<file path="config.mk">
export PLATFORM = sky130hd
export DESIGN_NAME = hbs_sequencer
export DESIGN_NICKNAME = d
export VERILOG_FILES = /design/src/core/hbs_pkg.sv /design/src/core/hbs_sequencer.sv
export VERILOG_INCLUDE_DIRS = /design/src /design/src/core
export SDC_FILE = /design/constraint.sdc
export NUM_CORES = 1
export LEC_CHECK = 0
export BUFFER_PORTS_ARGS = -buffer_cell sky130_fd_sc_hd__buf_2
export CAP_MARGIN = 10
export CORE_ASPECT_RATIO = 0.9
export CORE_MARGIN = 1.5
export CORE_UTILIZATION = 45
export DETAILED_ROUTE_END_ITERATION = 8
export MAX_ROUTING_LAYER = met4
export PLACE_DENSITY = 0.66
export SYNTH_ARGS = -nofsm -noshare
export SYNTH_HDL_FRONTEND = slang
export SYNTH_SLANG_ARGS = --single-unit
</file>
<file path="constraint.sdc">
create_clock -name ref_clk -period 9.4 [get_ports ref_clk]
set_input_delay 1.88 -clock ref_clk [delete_from_list [all_inputs] [get_ports ref_clk]]
set_output_delay 1.88 -clock ref_clk [all_outputs]
set_load 0.1 [all_outputs]
</file>
<file path="src/core/hbs_consts.svh">
`ifndef HBS_CONSTS_SVH
`define HBS_CONSTS_SVH
// timebase
`define HBS_CLK_HZ          25000000
`define HBS_TICK_NS         1000000
`define HBS_CLK_NS          40
`define HBS_TICK_CYC        (`HBS_TICK_NS / `HBS_CLK_NS)
// output selection code that routes the brake signal
`define HBS_SEL_BRAKE       4'h4
// setting limits and defaults
`define HBS_REL_MIN         (-2000)
`define HBS_REL_MAX         2000
`define HBS_ENG_MAX         500
`define HBS_UNIT_MS         10
`define HBS_SPD_MIN         10
`define HBS_SPD_MAX         100
`define HBS_SPD_DEF         100
`define HBS_TMO_MIN         10
`define HBS_TMO_MAX         100
`define HBS_TMO_DEF         50
`endif

</file>
<file path="src/core/hbs_pkg.sv">
package hbs_pkg;
	typedef enum logic [2:0] {
		HBS_OFF,
		HBS_ON_WAIT,
		HBS_ON,
		HBS_OFF_WAIT,
		HBS_STOP_WAIT
	} hbs_state_e;

	// brake settings as loose bits from the drive's parameter store
	typedef struct packed {
		logic [3:0][3:0] brake_output_select;
		logic [11:0]     brake_release_delay;  // signed ms
		logic [8:0]      brake_engage_delay;   // x10 ms
		logic [6:0]      brake_engage_speed_threshold; // rpm
		logic [6:0]      brake_engage_timeout; // x10 ms
	} hbs_cfg_s;

	typedef struct packed {
		hbs_state_e  st;
		logic [14:0] pre;
		logic [12:0] ms;     // wide enough for the 5000 ms engage limit
		logic        brake_control_n;
		logic        power_on;
		logic [3:0]  dout;
		logic [3:0]  dout_sel;
		logic        en_q;
	} hbs_reg_s;
endpackage

</file>
<file path="src/core/hbs_sequencer.sv">
`timescale 1ns/10ps
`include "hbs_consts.svh"
module hbs_sequencer
#(
	// clock cycles per millisecond tick
	parameter int TICK_CYC = `HBS_TICK_CYC
)
(
	// clock and reset
	input  wire logic              ref_clk,
	input  wire logic              sys_rst,
	// drive state, same clock domain
	input  wire logic              servo_on,
	input  wire logic              alarm,
	input  wire logic [15:0]       speed_rpm,
	input  wire hbs_pkg::hbs_cfg_s cfg,
	// outputs
	output logic                   motor_power,
	output logic                   brake_control_n,
	output logic [3:0]             digital_output
);
	import hbs_pkg::*;

	localparam logic [14:0] TICK_LAST = 15'(TICK_CYC - 1);

	hbs_reg_s r;
	hbs_reg_s n;

	logic              used;
	logic              moving;
	logic              en_now;
	logic              rel_neg;
	logic [11:0]       rel_mag;
	logic [12:0]       eng_ms;
	logic [12:0]       tmo_ms;
	logic              tick;

	always_comb
	begin
		used    = 1'b0;
		for (int i = 0; i < 4; i++)
			used = used | (cfg.brake_output_select[i] == `HBS_SEL_BRAKE);
		en_now  = servo_on & ~alarm;
		moving  = speed_rpm >= {9'h000, cfg.brake_engage_speed_threshold};
		rel_neg = cfg.brake_release_delay[11];
		rel_mag = rel_neg ? 12'(-cfg.brake_release_delay)
			: cfg.brake_release_delay;
		eng_ms  = 13'(cfg.brake_engage_delay * 4'd10);
		tmo_ms  = 13'(cfg.brake_engage_timeout * 4'd10);
		tick    = r.pre == TICK_LAST;
	end

	// one state record, one next-state process
	always_comb
	begin
		n       = r;
		n.en_q  = en_now;
		n.pre   = tick ? 15'h0000 : r.pre + 15'h0001;
		// saturate so a long wait never wraps back below a limit
		if (tick && r.ms != 13'h1fff)
			n.ms = r.ms + 13'h0001;
		case (r.st)
			HBS_OFF:
				if (en_now)
				begin
					n.ms  = 13'h0000;
					n.pre = 15'h0000;
					if (!used || rel_mag == 12'h000)
					begin
						n.brake_control_n = 1'b0;
						n.power_on        = 1'b1;
						n.st              = HBS_ON;
					end
					else if (rel_neg)
					begin
						n.power_on = 1'b1;
						n.st       = HBS_ON_WAIT;
					end
					else
					begin
						n.brake_control_n = 1'b0;
						n.st              = HBS_ON_WAIT;
					end
				end
			HBS_ON_WAIT, HBS_ON:
				if (!en_now)
				begin
					n.ms  = 13'h0000;
					n.pre = 15'h0000;
					if (!used)
					begin
						n.brake_control_n = 1'b1;
						n.power_on        = 1'b0;
						n.st              = HBS_OFF;
					end
					else if (moving)
					begin
						n.power_on = 1'b0;
						n.st       = HBS_STOP_WAIT;
					end
					else if (alarm || eng_ms == 13'h0000)
					begin
						n.brake_control_n = 1'b1;
						n.power_on        = 1'b0;
						n.st              = HBS_OFF;
					end
					else
					begin
						n.brake_control_n = 1'b1;
						n.st              = HBS_OFF_WAIT;
					end
				end
				else if (r.st == HBS_ON_WAIT && r.ms >= {1'b0, rel_mag})
				begin
					n.brake_control_n = 1'b0;
					n.power_on        = 1'b1;
					n.st              = HBS_ON;
				end
			HBS_OFF_WAIT:
				if (alarm || r.ms >= eng_ms)
				begin
					n.power_on = 1'b0;
					n.st       = HBS_OFF;
				end
			HBS_STOP_WAIT:
				if (!moving || r.ms >= tmo_ms)
				begin
					n.brake_control_n = 1'b1;
					n.st              = HBS_OFF;
				end
			default:
				n.st = HBS_OFF;
		endcase
		// route inverted brake signal, high while the brake is released, to selected outputs
		n.dout_sel = 4'h0;
		for (int i = 0; i < 4; i++)
			n.dout_sel[i] = cfg.brake_output_select[i] == `HBS_SEL_BRAKE;
		for (int i = 0; i < 4; i++)
			n.dout[i] = r.dout_sel[i] & ~n.brake_control_n;
		if (sys_rst)
		begin
			n                 = '0;
			n.st              = HBS_OFF;
			n.brake_control_n = 1'b1;
		end
	end

	always_ff @(posedge ref_clk)
		r <= n;

	assign motor_power     = r.power_on;
	assign brake_control_n = r.brake_control_n;
	assign digital_output  = r.dout;

	// engaged brake with power off is the only idle state
	AST_OFF_SAFE:
	assert property (@(posedge ref_clk) disable iff (sys_rst)
		r.st == HBS_OFF |-> brake_control_n && !motor_power)
	else $error("idle state must have brake engaged, power off");

	AST_ALARM_CUT:
	assert property (@(posedge ref_clk) disable iff (sys_rst)
		alarm && !moving && r.st == HBS_ON |=> !motor_power)
	else $error("alarm did not remove power at once");

	AST_STOP_POWER:
	assert property (@(posedge ref_clk) disable iff (sys_rst)
		r.st == HBS_STOP_WAIT |-> !motor_power && !brake_control_n)
	else $error("stopping wait must have power off, brake released");

	AST_TMO:
	assert property (@(posedge ref_clk) disable iff (sys_rst)
		r.st == HBS_STOP_WAIT && r.ms >= tmo_ms |=> r.st == HBS_OFF)
	else $error("timeout did not engage brake");

	AST_POS_ORDER:
	assert property (@(posedge ref_clk) disable iff (sys_rst)
		$rose(motor_power) && !rel_neg && rel_mag != 12'h000 && used
		|-> !$past(brake_control_n))
	else $error("power came before brake release");

	AST_ZERO:
	assert property (@(posedge ref_clk) disable iff (sys_rst)
		r.st == HBS_OFF && en_now && rel_mag == 12'h000
		|=> motor_power && !brake_control_n)
	else $error("zero delay did not switch both together");

	AST_ROUTE:
	assert property (@(posedge ref_clk) disable iff (sys_rst)
		r.dout_sel[0] && $stable(r.dout_sel[0]) && !n.brake_control_n
		|=> digital_output[0])
	else $error("brake signal not routed to output zero");

	AST_BYPASS:
	assert property (@(posedge ref_clk) disable iff (sys_rst)
		!used && r.st == HBS_OFF && en_now |=> r.st == HBS_ON)
	else $error("unused brake still sequenced");
endmodule

</file>
# [After elaboration in Yosys (flattened, before gate mapping)]
# Cells that the tools add are included.
[totals] inputBits=71 out_inout_bits=6 ff_bits=41 wordCells=85
[classes] bitwise_logic=10 mul=2 add_sub_neg=3 n_lt_le_gt_ge=4 muxes=28 eq_ne=16 n_reduce_logical=15
[ops] cell="28-bit one-hot mux with 2 select lines" count=1
[ops] cell="33-bit two-way mux" count=1
[ops] cell="28-bit two-way mux" count=1
[ops] cell="3-bit two-way mux" count=6
[ops] cell="4-bit by 3-bit == test with 1-bit output, second input constant" count=4
[ops] cell="16-bit by 7-bit >= comparator with 1-bit output" count=1
[ops] cell="15-bit by 1-bit adder with 15-bit output, second input constant" count=1
[ops] cell="15-bit == test, second input constant" count=1
[ops] cell="15-bit two-way mux" count=1
[ops] cell="13-bit by 1-bit adder with 13-bit output, second input constant" count=1
[ops] cell="13-bit by 11-bit >= comparator with 1-bit output" count=1
[ops] cell="13-bit by 12-bit >= comparator with 1-bit output" count=1
[ops] cell="13-bit >= comparator" count=1
[ops] cell="13-bit zero test" count=1
[ops] cell="13-bit two-way mux" count=1
[ops] cell="13-bit != test, second input constant" count=1
[ops] cell="12-bit zero test" count=1
[ops] cell="9-bit by 3-bit multiplier with 12-bit output, second input constant" count=1
[ops] cell="12-bit two-way mux" count=1
[ops] cell="2-bit two-way mux" count=6
[ops] cell="12-bit negation" count=1
[ops] cell="3-bit one-hot mux with 4 select lines" count=1
[ops] cell="7-bit by 3-bit multiplier with 10-bit output, second input constant" count=1
[ops] cell="1-bit two-way mux" count=7
[ops] cell="other kinds (18)" count=35

# [Longest topological paths before layout]
# Gate-level depths: netlist of run 1.
[depth] word_depth=11 depth_mapped=15 ltp_nobuf=15

# [Least setup slack after synthesis of run 1]
# OpenSTA, ideal clock, no wires.
[synth_path] path_type="input to register" from="input cfg[15] in the netlist's numbering" to="register r[40] in the netlist's numbering" cell_stages=14 setup_slack_ps=4496 required_ps=9278 n_path_buf=0 t_arrival_ps=4782 setup_ps=122 cell_sequence="ha_1 ha_1 fa_1 a211oi_1 o21ai_0 o41ai_1 nor3_1 ha_1 a21o_1 a21o_1 a221o_1 o311ai_0 o21bai_1 o311a_1"
[synth_via] elab_chain_len=8 word_cells_on_any_way=12 classes_between="mul: 1; order compare: 1; eq/ne: 1; mux: 5; reduce/logical: 4"
[synth_rtl] element="start: declaration" line_no="hbs_sequencer.sv:16" rtl="input wire hbs_pkg::hbs_cfg_s cfg,"
[synth_rtl] element="9-bit by 3-bit multiplier with 12-bit output (*)" line_no="hbs_sequencer.sv:48" rtl="eng_ms = 13'(cfg.brake_engage_delay * 4'd10);"
[synth_rtl] element="parallel branches: the longest is 7 deep, another holds 13-bit >= comparator"
[synth_rtl] element="end signal: assignment" line_no="hbs_sequencer.sv:149" rtl="r <= n;"
[synth_rtl] element="end: declaration" line_no="hbs_sequencer.sv:26" rtl="hbs_reg_s r;"
# Every way passes the cells marked *.
# A chain may end at the register's enable or synchronous reset.

# [Worst setup path in the final report of run 1]
# Same ends and word-level chain as after synthesis.

==> results of run 1 <==
## flip-flops by register name, summed over array words and instances, names as in the netlist
name,flops
motor_power,1
brake_control_n,1
digital_output,4
r,35
## cell usage after synthesis, types with 6 or more instances
cell      instances
nand3_1          16
nand2b_1         12
buf_4             6
xor2_1           26
nor2_1           46
xnor2_1          14
and2_1            7
inv_1            42
nand4_1          10
nand2_1          28
a211oi_1          7
or3_1             6
ha_1             68
nor2b_1           7
o21ai_0          20
a21oi_1          21
dfxtp_1          41
nor3_1           10
## layout by cell type, fill, tap and decap left out, types with 2 or more instances in the layout
cell type	n
and2_1	7
nand3_1	16
a21oi_1	21
o31ai_1	3
ha_1	68
o211ai_1	4
o211a_1	3
nand2_1	28
o21bai_1	2
inv_1	42
buf_2	76
o41ai_1	2
o311ai_0	2
nor2_1	46
nor3_1	10
nor2b_1	7
o2111ai_1	3
o31ai_4	2
a221o_1	2
fa_1	2
and4_1	4
xnor2_1	14
nand4_1	10
or3_1	6
nor4b_1	5
and3_1	5
and4b_1	3
a31oi_1	5
nor4_1	5
o21ai_0	20
mux2i_1	2
a211oi_1	7
a21o_1	4
dfxtp_1	41
clkbuf_8	6
nand2b_1	12
xor2_1	26
## critical path, stage by stage
cell,delay [ns]
buf_2,0.11
ha_1,0.29
ha_1,0.23
fa_1,0.42
a211oi_1,0.47
o21ai_0,0.17
o41ai_1,0.12
nor3_1,0.12
ha_1,0.31
a21o_1,0.16
a21o_1,0.17
a221o_1,0.36
o311ai_0,0.16
o21bai_1,0.15
o311a_1,0.14
## area by class of cell
class	count	area share, %
clock inverters	1	0.1674
clock buffers	6	1.841
multi-input cells	379	64.21
flip-flops and latches	41	18.30
inverters	42	3.515
repair buffers	77	8.647
well taps	119	3.319
## worst paths after layout
path                                  startpoint                            to  depth (start not counted)
worst max register to register  r[17]$_SDFF_PP0_            r[40]$_SDFFE_PP0P_                          8
worst max-delay path                     cfg[15]            r[40]$_SDFFE_PP0P_                         15
worst min register to register   r[4]$_SDFF_PP0_  digital_output[3]$_SDFF_PP0_                          2
worst min-delay path             r[4]$_SDFF_PP0_  digital_output[3]$_SDFF_PP0_                          2
## power by group through the flow
| stage | registers [mW] | clock network, mW | logic (mW) |
|---|---|---|---|
| floorplan | 0.198 | 0 | 0.118 |
| global placement | 0.192 | 0 | 0.167 |
| detailed placement | 0.192 | 0 | 0.171 |
| CTS | 0.188 | 0.122 | 0.172 |
| global route | 0.189 | 0.130 | 0.195 |
| finish | 0.188 | 0.120 | 0.171 |
## through the flow
| stage | instances | instance area, um2 | worst slack, ns | util (%) |
|---|---|---|---|---|
| finish | 665 | 4486 | 4.352 | 52.60 |
| floorplan | 473 | 3924 | 4.496 | - |
| global placement | 658 | 4395 | 4.193 | 51.54 |
| detailed placement | 658 | 4395 | 4.082 | 51.54 |
| CTS | 665 | 4486 | 4.397 | 52.60 |
| global route | 665 | 4486 | 4.172 | 52.60 |
## cell families after synthesis
kind of cell | share of synthesized area (%)
compound gates | 16.49
buf+inv | 5.676
fa+ha+maj | 22.70
simple gates | 24.78
flops | 20.92
mux | 0.5102
xor+xnor | 8.929
## metal layers
layer  share of wire, %  wire [um]  up-vias  global-route usage (%)
li1                   -          -     1849                       -
met1                 50       4257     1585                   26.53
met2                 45       3794       90                   30.93
met3                4.9        419        5                   2.925
met4               0.41         35        0                   3.241
met5                  0          0        -                       -
==> flow_summary.json, run 1 <==
{
  "switching_share_pct": 35.47,
  "grt_pass1_vias": 3229,
  "rsz0062_at_grt": "false",
  "core-area_um2": 8528,
  "vias": 3529,
  "io_buffers": 76,
  "drt-pass1-iter-count": 4,
  "antenna_cells": 0,
  "multi_input_comb_area_um2": 2880,
  "start_kind": "input port",
  "ioPinCount": 77,
  "end_kind": "flop",
  "power.total_uw": 478.6,
  "clkSinkCount": 41,
  "criticalPathCategory": "input port to flop",
  "fin_setup_tns_ns": 0,
  "power.switching_uw": 169.7,
  "first_iter_violations": 110,
  "synth-seq-cells": 41,
  "grt_max_degree": 16,
  "period_share_pct": 53.70,
  "drv_slew": 0,
  "synth-edff-count": 0,
  "grt_pass1_wl_mm": 14.41,
  "worstSkewPairLatency_ns": 0.29,
  "gr-usage-all-layers_pct": 19.46,
  "intPower_uw": 308.8,
  "leakage_nw": 2.094,
  "nFillCells": 835,
  "regArea_um2": 820.8,
  "syn_to_final_growth_pct": 14.32,
  "grt_overflow": 0,
  "peakVddDrop_mv": 0.05926,
  "tightest_slew_ns": 0.6378,
  "dp_hpwl_mm": 6.974,
  "postCtsSetupBuffers": 0,
  "clkSlewWorstSetupHoldPaths_ns": 0.09,
  "setup_viol": 0,
  "power_frac_comb_pct": 35.7,
  "finalCriticalPeriod_ns": 5.048,
  "hold_path.class": "flop to flop",
  "cp.arrival_ns": 5.24,
  "routed_via_density": 5.307,
  "cts_resized": 0,
  "fin_nets": 687,
  "worstPathMaxFanout": 4,
  "yosysWarnings": 0,
  "hold_ws_ns": 0.4204,
  "drc": 0,
  "final-hold-violation-count": 0,
  "drv_cap": 0,
  "required_ns": 9.59,
  "die_w_um": 101.4,
  "synth-main-ff-cell": "dfxtp_1",
  "layout-drive-gt1-share_pct": 17.95,
  "cts_inserted_buffers": 5,
  "post_drt_wl_per_cell_um": 12.79,
  "antenna_found_initial": 0,
  "status": "completed",
  "synth_area_leaders": "ha_1 22%, dfxtp_1 21%, xor2_1 5.8%",
  "fp.dieH_um": 91.59,
  "pwr-share-seq_pct": 39.2,
  "syn_inst": 473,
  "ant_nets": 0,
  "power.density_nw_per_um2": 106.7,
  "start_util_pct": 46.01,
  "synth_top_area_share_pct": 21.68,
  "synthDistinctLibCells": 61,
  "synth.avg_cell_area_um2": 8.295,
  "clk_path_buf_depth": 2,
  "clkPwrFrac_pct": 25.1,
  "r2r_slack_ns": 6.70,
  "cts_tree": "done",
  "cts.htree.levels": 2,
  "row_count": 32,
  "drt_wl_total_mm": 8.507,
  "slew_headroom_pct": 57.48,
  "ys_seq_area_share_pct": 20.92,
  "netlist_area_um2": 3924,
  "synth_nets": 614,
  "yosysTopAreaCell": "ha_1",
  "fin_skew_ns": 0.01690,
  "ys_async_sr_fraction_pct": 0,
  "holdBufCountCts": 0,
  "floorplan.die_area_um2": 9289,
  "max_freq_ghz": 0.1981,
  "routabilityCongestion": 0.8305,
  "root_buffer": "clkbuf_8"
}
Power figures use the tool's default switching activity.
==> run 2: changes to the inputs <==
==> constraint.sdc (replaced) <==
create_clock -name ref_clk -period 5.3 [get_ports ref_clk]
set_input_delay 1.06 -clock ref_clk [delete_from_list [all_inputs] [get_ports ref_clk]]
set_output_delay 1.06 -clock ref_clk [all_outputs]
set_load 0.1 [all_outputs]
==> run 2 against run 1 <==
Via count grew 0.77%. Clock skew shrank 0.0021 ns. Sequential cell count is the same. Core utilization grew 0.073 points. Power grew 78%.
==> flow_summary.json, run 2 (same netlist as run 1, synthesis figures left out) <==
{
  "status": "completed",
  "final_common_cell": "buf_2",
  "max_freq_ghz": 0.2392,
  "fin_util_pct": 52.67,
  "nFillCells": 830,
  "path_delay_family": "compound AO/OA/AOI/OAI gates",
  "dp_cells": 658,
  "hold_path.class": "flop to flop",
  "fin_skew_ns": 0.01477,
  "fp.dieH_um": 91.59,
  "ioPinCount": 77,
  "drt_wl_total_mm": 8.454,
  "layout-drive-gt1-share_pct": 18.10,
  "worstSkewPairLatency_ns": 0.29,
  "vias": 3556,
  "gr-usage-all-layers_pct": 19.61,
  "antenna_cells": 0,
  "clk_path_buf_depth": 2,
  "regArea_um2": 820.8,
  "fin_setup_tns_ns": 0,
  "grt_pass1_vias": 3320,
  "crit_buf_inv": 1,
  "setup_viol": 0,
  "top_register": "r",
  "dp_hpwl_mm": 6.960,
  "start_util_pct": 46.01,
  "multi_input_comb_area_um2": 2880,
  "io_buffers": 76,
  "rsz0062_at_grt": "false",
  "period_share_pct": 78.86,
  "leakage_nw": 2.102,
  "required_ns": 5.49,
  "postCtsSetupBuffers": 0,
  "tightest_slew_ns": 0.6928,
  "clkSlewWorstSetupHoldPaths_ns": 0.09,
  "most-common-layout-cells": "76 x buf_2, 68 x ha_1, 46 x nor2_1",
  "syn_to_final_growth_pct": 14.48,
  "cts_resized": 0,
  "holdBufCountCts": 0,
  "hold_ws_ns": 0.4224,
  "first_iter_violations": 104,
  "final-hold-violation-count": 0,
  "drv_cap": 0,
  "floorplan.die_area_um2": 9289,
  "end_kind": "flop",
  "grt_overflow": 0,
  "grt_pass1_wl_mm": 14.51,
  "clkSinkCount": 41,
  "crit_chain": "buf_2, ha_1, ha_1, fa_1, a211oi_1, o21ai_0, o41ai_1, nor3_1, ha_1, a21o_1, a21o_1, a221o_1, o311ai_0, o21bai_1, o311a_1",
  "power.density_nw_per_um2": 189.2,
  "die_w_um": 101.4,
  "max_stage_delay_ns": 0.44,
  "worst_path_most_repeated_cell": "ha_1",
  "criticalPathCategory": "input port to flop",
  "cts.htree.levels": 2,
  "largest_reg_flops": 35,
  "fin_nets": 687,
  "start_kind": "input port",
  "worstPathMaxFanout": 4,
  "routed_via_density": 5.339,
  "antenna_found_initial": 0,
  "post_drt_wl_per_cell_um": 12.69,
  "pre_cts_ws_ns": 0.8214,
  "core-area_um2": 8528,
  "fin_cells": 666,
  "drt-pass1-iter-count": 4,
  "cts_tree": "done",
  "routabilityCongestion": 0.8308,
  "cp.arrival_ns": 4.37,
  "drc": 0,
  "root_buffer": "clkbuf_8",
  "peakVddDrop_mv": 0.1116,
  "cts_inserted_buffers": 5,
  "postLayoutSetupSlackWorst_ns": 1.120,
  "slowest_stage": "a211oi_1",
  "slew_headroom_pct": 53.81,
  "grt_max_degree": 16,
  "drv_slew": 0,
  "row_count": 32,
  "ant_nets": 0,
  "finalCriticalPeriod_ns": 4.180
}
## run 2: cell count changes in the layout (fill, tap and decap cells not counted)
cell,change
clkinv_2,+1
clkinv_4,+1
clkinvlp_4,-1
## run 2: area by class of cell
type	count	area share, %
multi-input cells	379	64.12
inverters	42	3.510
flip-flops and latches	41	18.27
clock buffers	6	1.838
repair buffers	77	8.635
clock inverters	2	0.3064
well taps	119	3.315
## run 2: through the flow
stage,cell area [um2],power [mW]
floorplan,3924,0.5617
detailed placement,4395,0.6428
global route,4492,0.9171
global placement,4395,0.6362
finish,4492,0.8498
CTS,4492,0.8584
## run 2: path summary, 6_finish.rpt
kind | startpoint | depth (start not counted) | slack, ns | to
hold reg to reg | r[3]$_SDFF_PP0_ | 2 | 0.42 | digital_output[2]$_SDFF_PP0_
setup / recovery | cfg[15] | 15 | 1.12 | r[40]$_SDFFE_PP0P_
hold / removal | r[3]$_SDFF_PP0_ | 2 | 0.42 | digital_output[2]$_SDFF_PP0_
setup reg to reg | r[17]$_SDFF_PP0_ | 8 | 2.56 | r[40]$_SDFFE_PP0P_
## run 2: layer usage
layer | vias up | global-route usage, % | part of all wire (%)
met5 | - | - | 0
met4 | 0 | 3.935 | 0.48
met3 | 6 | 3.233 | 5.5
met2 | 96 | 31.15 | 45
met1 | 1600 | 26.30 | 49
li1 | 1854 | - | -
## run 2: worst register-to-register path: stages, from the launching register on
cell	delay, ns
dfxtp_1	0.54
ha_1	0.31
a21oi_1	0.16
o21ai_0	0.13
a2111oi_2	0.51
nand2_1	0.14
o311ai_0	0.55
o21bai_1	0.15
o311a_1	0.14
## run 2: report_power, final
| part | switching [mW] | leakage (nW) | internal, mW |
|---|---|---|---|
| sequential | 0.0147 | 0.331 | 0.318 |
| combinational | 0.177 | 1.72 | 0.126 |
| clock | 0.109 | 0.0512 | 0.106 |
==> run 3: changes to the inputs <==
--- a/config.mk
+++ b/config.mk
@@ -6,6 +6,7 @@
 export SDC_FILE = /design/constraint.sdc
 export NUM_CORES = 1
 export LEC_CHECK = 0
+export ABC_AREA = 1
 export BUFFER_PORTS_ARGS = -buffer_cell sky130_fd_sc_hd__buf_2
 export CAP_MARGIN = 10
 export CORE_ASPECT_RATIO = 0.9
@@ -13,7 +14,7 @@
 export CORE_UTILIZATION = 45
 export DETAILED_ROUTE_END_ITERATION = 8
 export MAX_ROUTING_LAYER = met4
-export PLACE_DENSITY = 0.66
+export PLACE_DENSITY = 0.65
 export SYNTH_ARGS = -nofsm -noshare
 export SYNTH_HDL_FRONTEND = slang
 export SYNTH_SLANG_ARGS = --single-unit
==> constraint.sdc (replaced) <==
create_clock -name ref_clk -period 4.3 [get_ports ref_clk]
set_input_delay 0.86 -clock ref_clk [delete_from_list [all_inputs] [get_ports ref_clk]]
set_output_delay 0.86 -clock ref_clk [all_outputs]
set_load 0.1 [all_outputs]
==> run 3 against run 2 <==
Core utilization down 0.16 points. Design area up 13%. Sequential share of layout area down 2.1 points. Non-clock buffer count down 1. Die area up 14%. Area after synthesis up 14%. Routed wire length up 16%. Power up 59%. Count of clock-buffer cells in the layout unchanged. Clock skew down 0.0059 ns. Largest power group is now combinational logic.
==> flow_summary.json, run 3 <==
{
  "drv_cap": 0,
  "status": "completed",
  "power_frac_comb_pct": 44.0,
  "hold_path.class": "flop to flop",
  "netlist_area_um2": 4482,
  "grt_max_degree": 16,
  "largest_reg_flops": 35,
  "cp.arrival_ns": 3.84,
  "synthDistinctLibCells": 45,
  "period_share_pct": 83.88,
  "rsz0062_at_grt": "false",
  "clk_path_buf_depth": 2,
  "start_util_pct": 46.41,
  "power.switching_uw": 548.2,
  "crit_chain": "buf_2, ha_1, ha_1, nand2_1, nor2_1, a211oi_1, o21bai_1, a21oi_1, xor2_1, ha_1, nand2_1, nor2_2, and2_1, nand2_1, nand3_1, nor2_2, nand3_1, nand2_1, inv_1, a21oi_2, nand3_4, nor2_2",
  "most-common-layout-cells": "149 x nand2_1, 113 x inv_1, 93 x nor2_1",
  "io_buffers": 76,
  "synth_nets": 825,
  "peakVddDrop_mv": 0.1332,
  "yosysTopAreaCell": "ha_1",
  "ioPinCount": 77,
  "cts_inserted_buffers": 5,
  "root_buffer": "clkbuf_8",
  "post_drt_wl_per_cell_um": 11.08,
  "regArea_um2": 820.8,
  "first_iter_violations": 109,
  "top_register": "r",
  "criticalPathCategory": "input port to flop",
  "fin_skew_ns": 0.008869,
  "required_ns": 4.53,
  "min_from": "r[4]$_SDFF_PP0_",
  "dp_hpwl_mm": 8.352,
  "routabilityCongestion": 0.9347,
  "clkPwrFrac_pct": 23.8,
  "grt_overflow": 0,
  "synth_commonest_cells": "149 x nand2_1, 113 x inv_1, 93 x nor2_1",
  "post_dp_cell_area_um2": 4951,
  "antenna_found_initial": 0,
  "postCtsSetupBuffers": 0,
  "row_count": 34,
  "tightest_slew_ns": 0.4941,
  "critPathLaunch": "cfg[3]",
  "setup_viol": 0,
  "syn_inst": 684,
  "ys_async_sr_fraction_pct": 0,
  "clkSlewWorstSetupHoldPaths_ns": 0.08,
  "ys_seq_area_share_pct": 18.31,
  "cts.htree.levels": 2,
  "grt_pass1_vias": 4104,
  "worstSkewPairLatency_ns": 0.29,
  "synth-main-ff-cell": "dfxtp_1",
  "synth.avg_cell_area_um2": 6.552,
  "pwr-share-seq_pct": 32.2,
  "layout-drive-gt1-share_pct": 17.76,
  "finalCriticalPeriod_ns": 3.607,
  "syn_to_final_growth_pct": 13.15,
  "slowest_stage": "ha_1",
  "yosysWarnings": 0,
  "leakage_nw": 2.614,
  "synth_top_area_share_pct": 18.98,
  "worstPathMaxFanout": 5,
  "fin_area_um2": 5071,
  "die_w_um": 108.2,
  "switching_share_pct": 40.57,
  "cts_tree": "done",
  "path_delay_family": "simple AND/OR/NAND/NOR gates",
  "drt-pass1-iter-count": 4,
  "start_kind": "input port",
  "gr-usage-all-layers_pct": 20.43,
  "fin_setup_tns_ns": 0,
  "vias": 4340,
  "synth_area_leaders": "ha_1 19%, dfxtp_1 18%, nand2_1 12%",
  "power.density_nw_per_um2": 266.5,
  "timing.rr.start": "r[19]$_SDFF_PP0_",
  "drt_wl_total_mm": 9.813,
  "crit_buf_inv": 2,
  "final-hold-violation-count": 0,
  "final_common_cell": "nand2_1",
  "fp.dieH_um": 97.68,
  "intPower_uw": 803.2,
  "floorplan.die_area_um2": 10570,
  "antenna_cells": 0,
  "hold_ws_ns": 0.4242,
  "synth-edff-count": 0,
  "max_freq_ghz": 0.2773,
  "holdBufCountCts": 0,
  "fin_nets": 900,
  "cts_resized": 0,
  "slew_headroom_pct": 67.29,
  "ant_nets": 0,
  "post-synth-top-count-cell": "nand2_1",
  "clkSinkCount": 41,
  "end_kind": "flop",
  "synth-seq-cells": 41,
  "nFillCells": 977,
  "multi_input_comb_area_um2": 3134,
  "routed_via_density": 4.898,
  "core-area_um2": 9657,
  "max_stage_delay_ns": 0.35,
  "grt_pass1_wl_mm": 17.38,
  "worst_path_most_repeated_cell": "nand2_1",
  "drv_slew": 0,
  "drc": 0
}
run 3: cell count changes after synthesis, sizes merged, moves of 12 or more:
cell	previous run	this run
xnor2	14	2
nand2b	12	0
nand2	29	159
nor2	46	110
nand3	16	43
inv	42	121
run 3: metal layers:
layer	share of wire [%]	track usage [%]	up-vias	wire length, um
li1	-	-	2341	-
met1	48	25.76	1911	4714
met2	47	34.91	82	4601
met3	4.2	2.414	6	417
met4	0.82	4.352	0	80
met5	0	-	-	0
run 3: cell families (layout without fill, tap and decap cells):
logic type	Yosys count	count (layout)	share of synthesized area [%]
adders and majority gates	70	70	19.88
xor gates and xnor gates	21	21	4.104
AOI/OAI and AO/OA	59	59	8.236
and+or+nand+nor	363	363	37.72
DFF	41	41	18.31
buffers and inverters	130	206	11.75
run 3: metrics by stage:
stage               util, %  std cells  power (mW)  setup WS [ns]
finish                52.51        886       1.351         0.6934
global route          52.51        886       1.472         0.3729
CTS                   52.51        886       1.365         0.7124
detailed placement    51.27        878       1.042         0.4125
global placement      51.27        878       1.029         0.5022
floorplan                 -        684      0.9266         0.8355
run 3: worst register-to-register path: stages, from the launching register on:
cell and delay [ns]:
dfxtp_1 0.58, ha_1 0.32, nand2_1 0.08, nor2_1 0.06
and2_1 0.15, nand2_1 0.06, nand3_1 0.09, nor2_2 0.17
nand3_1 0.09, nand2_1 0.07, inv_1 0.04, a21oi_2 0.15
nand3_4 0.12, nor2_2 0.09
run 3: final timing paths:
check | slack [ns] | end | depth (start not counted)
setup reg to reg | 2.17 | digital_output[0]$_SDFF_PP0_ | 13
setup / recovery | 0.69 | digital_output[0]$_SDFF_PP0_ | 22
hold / removal | 0.42 | digital_output[3]$_SDFF_PP0_ | 2
hold reg to reg | 0.42 | digital_output[3]$_SDFF_PP0_ | 2
run 3: power groups by stage:
stage / clock network (mW) / logic, mW / registers (mW)
final: 0.322 / 0.595 / 0.435
after global routing: 0.348 / 0.686 / 0.439
after CTS: 0.329 / 0.601 / 0.435
after detailed placement: 0 / 0.598 / 0.444
after global placement: 0 / 0.585 / 0.443
after floorplan: 0 / 0.443 / 0.483
run 3: layout make-up:
type | instances | share of cell area (%)
multi-input cells | 513 | 61.81
flip-flops and latches | 41 | 16.19
inverters | 122 | 9.030
repair buffers | 76 | 7.501
well taps | 126 | 3.109
clock buffers | 6 | 1.628
clock inverters | 2 | 0.7402
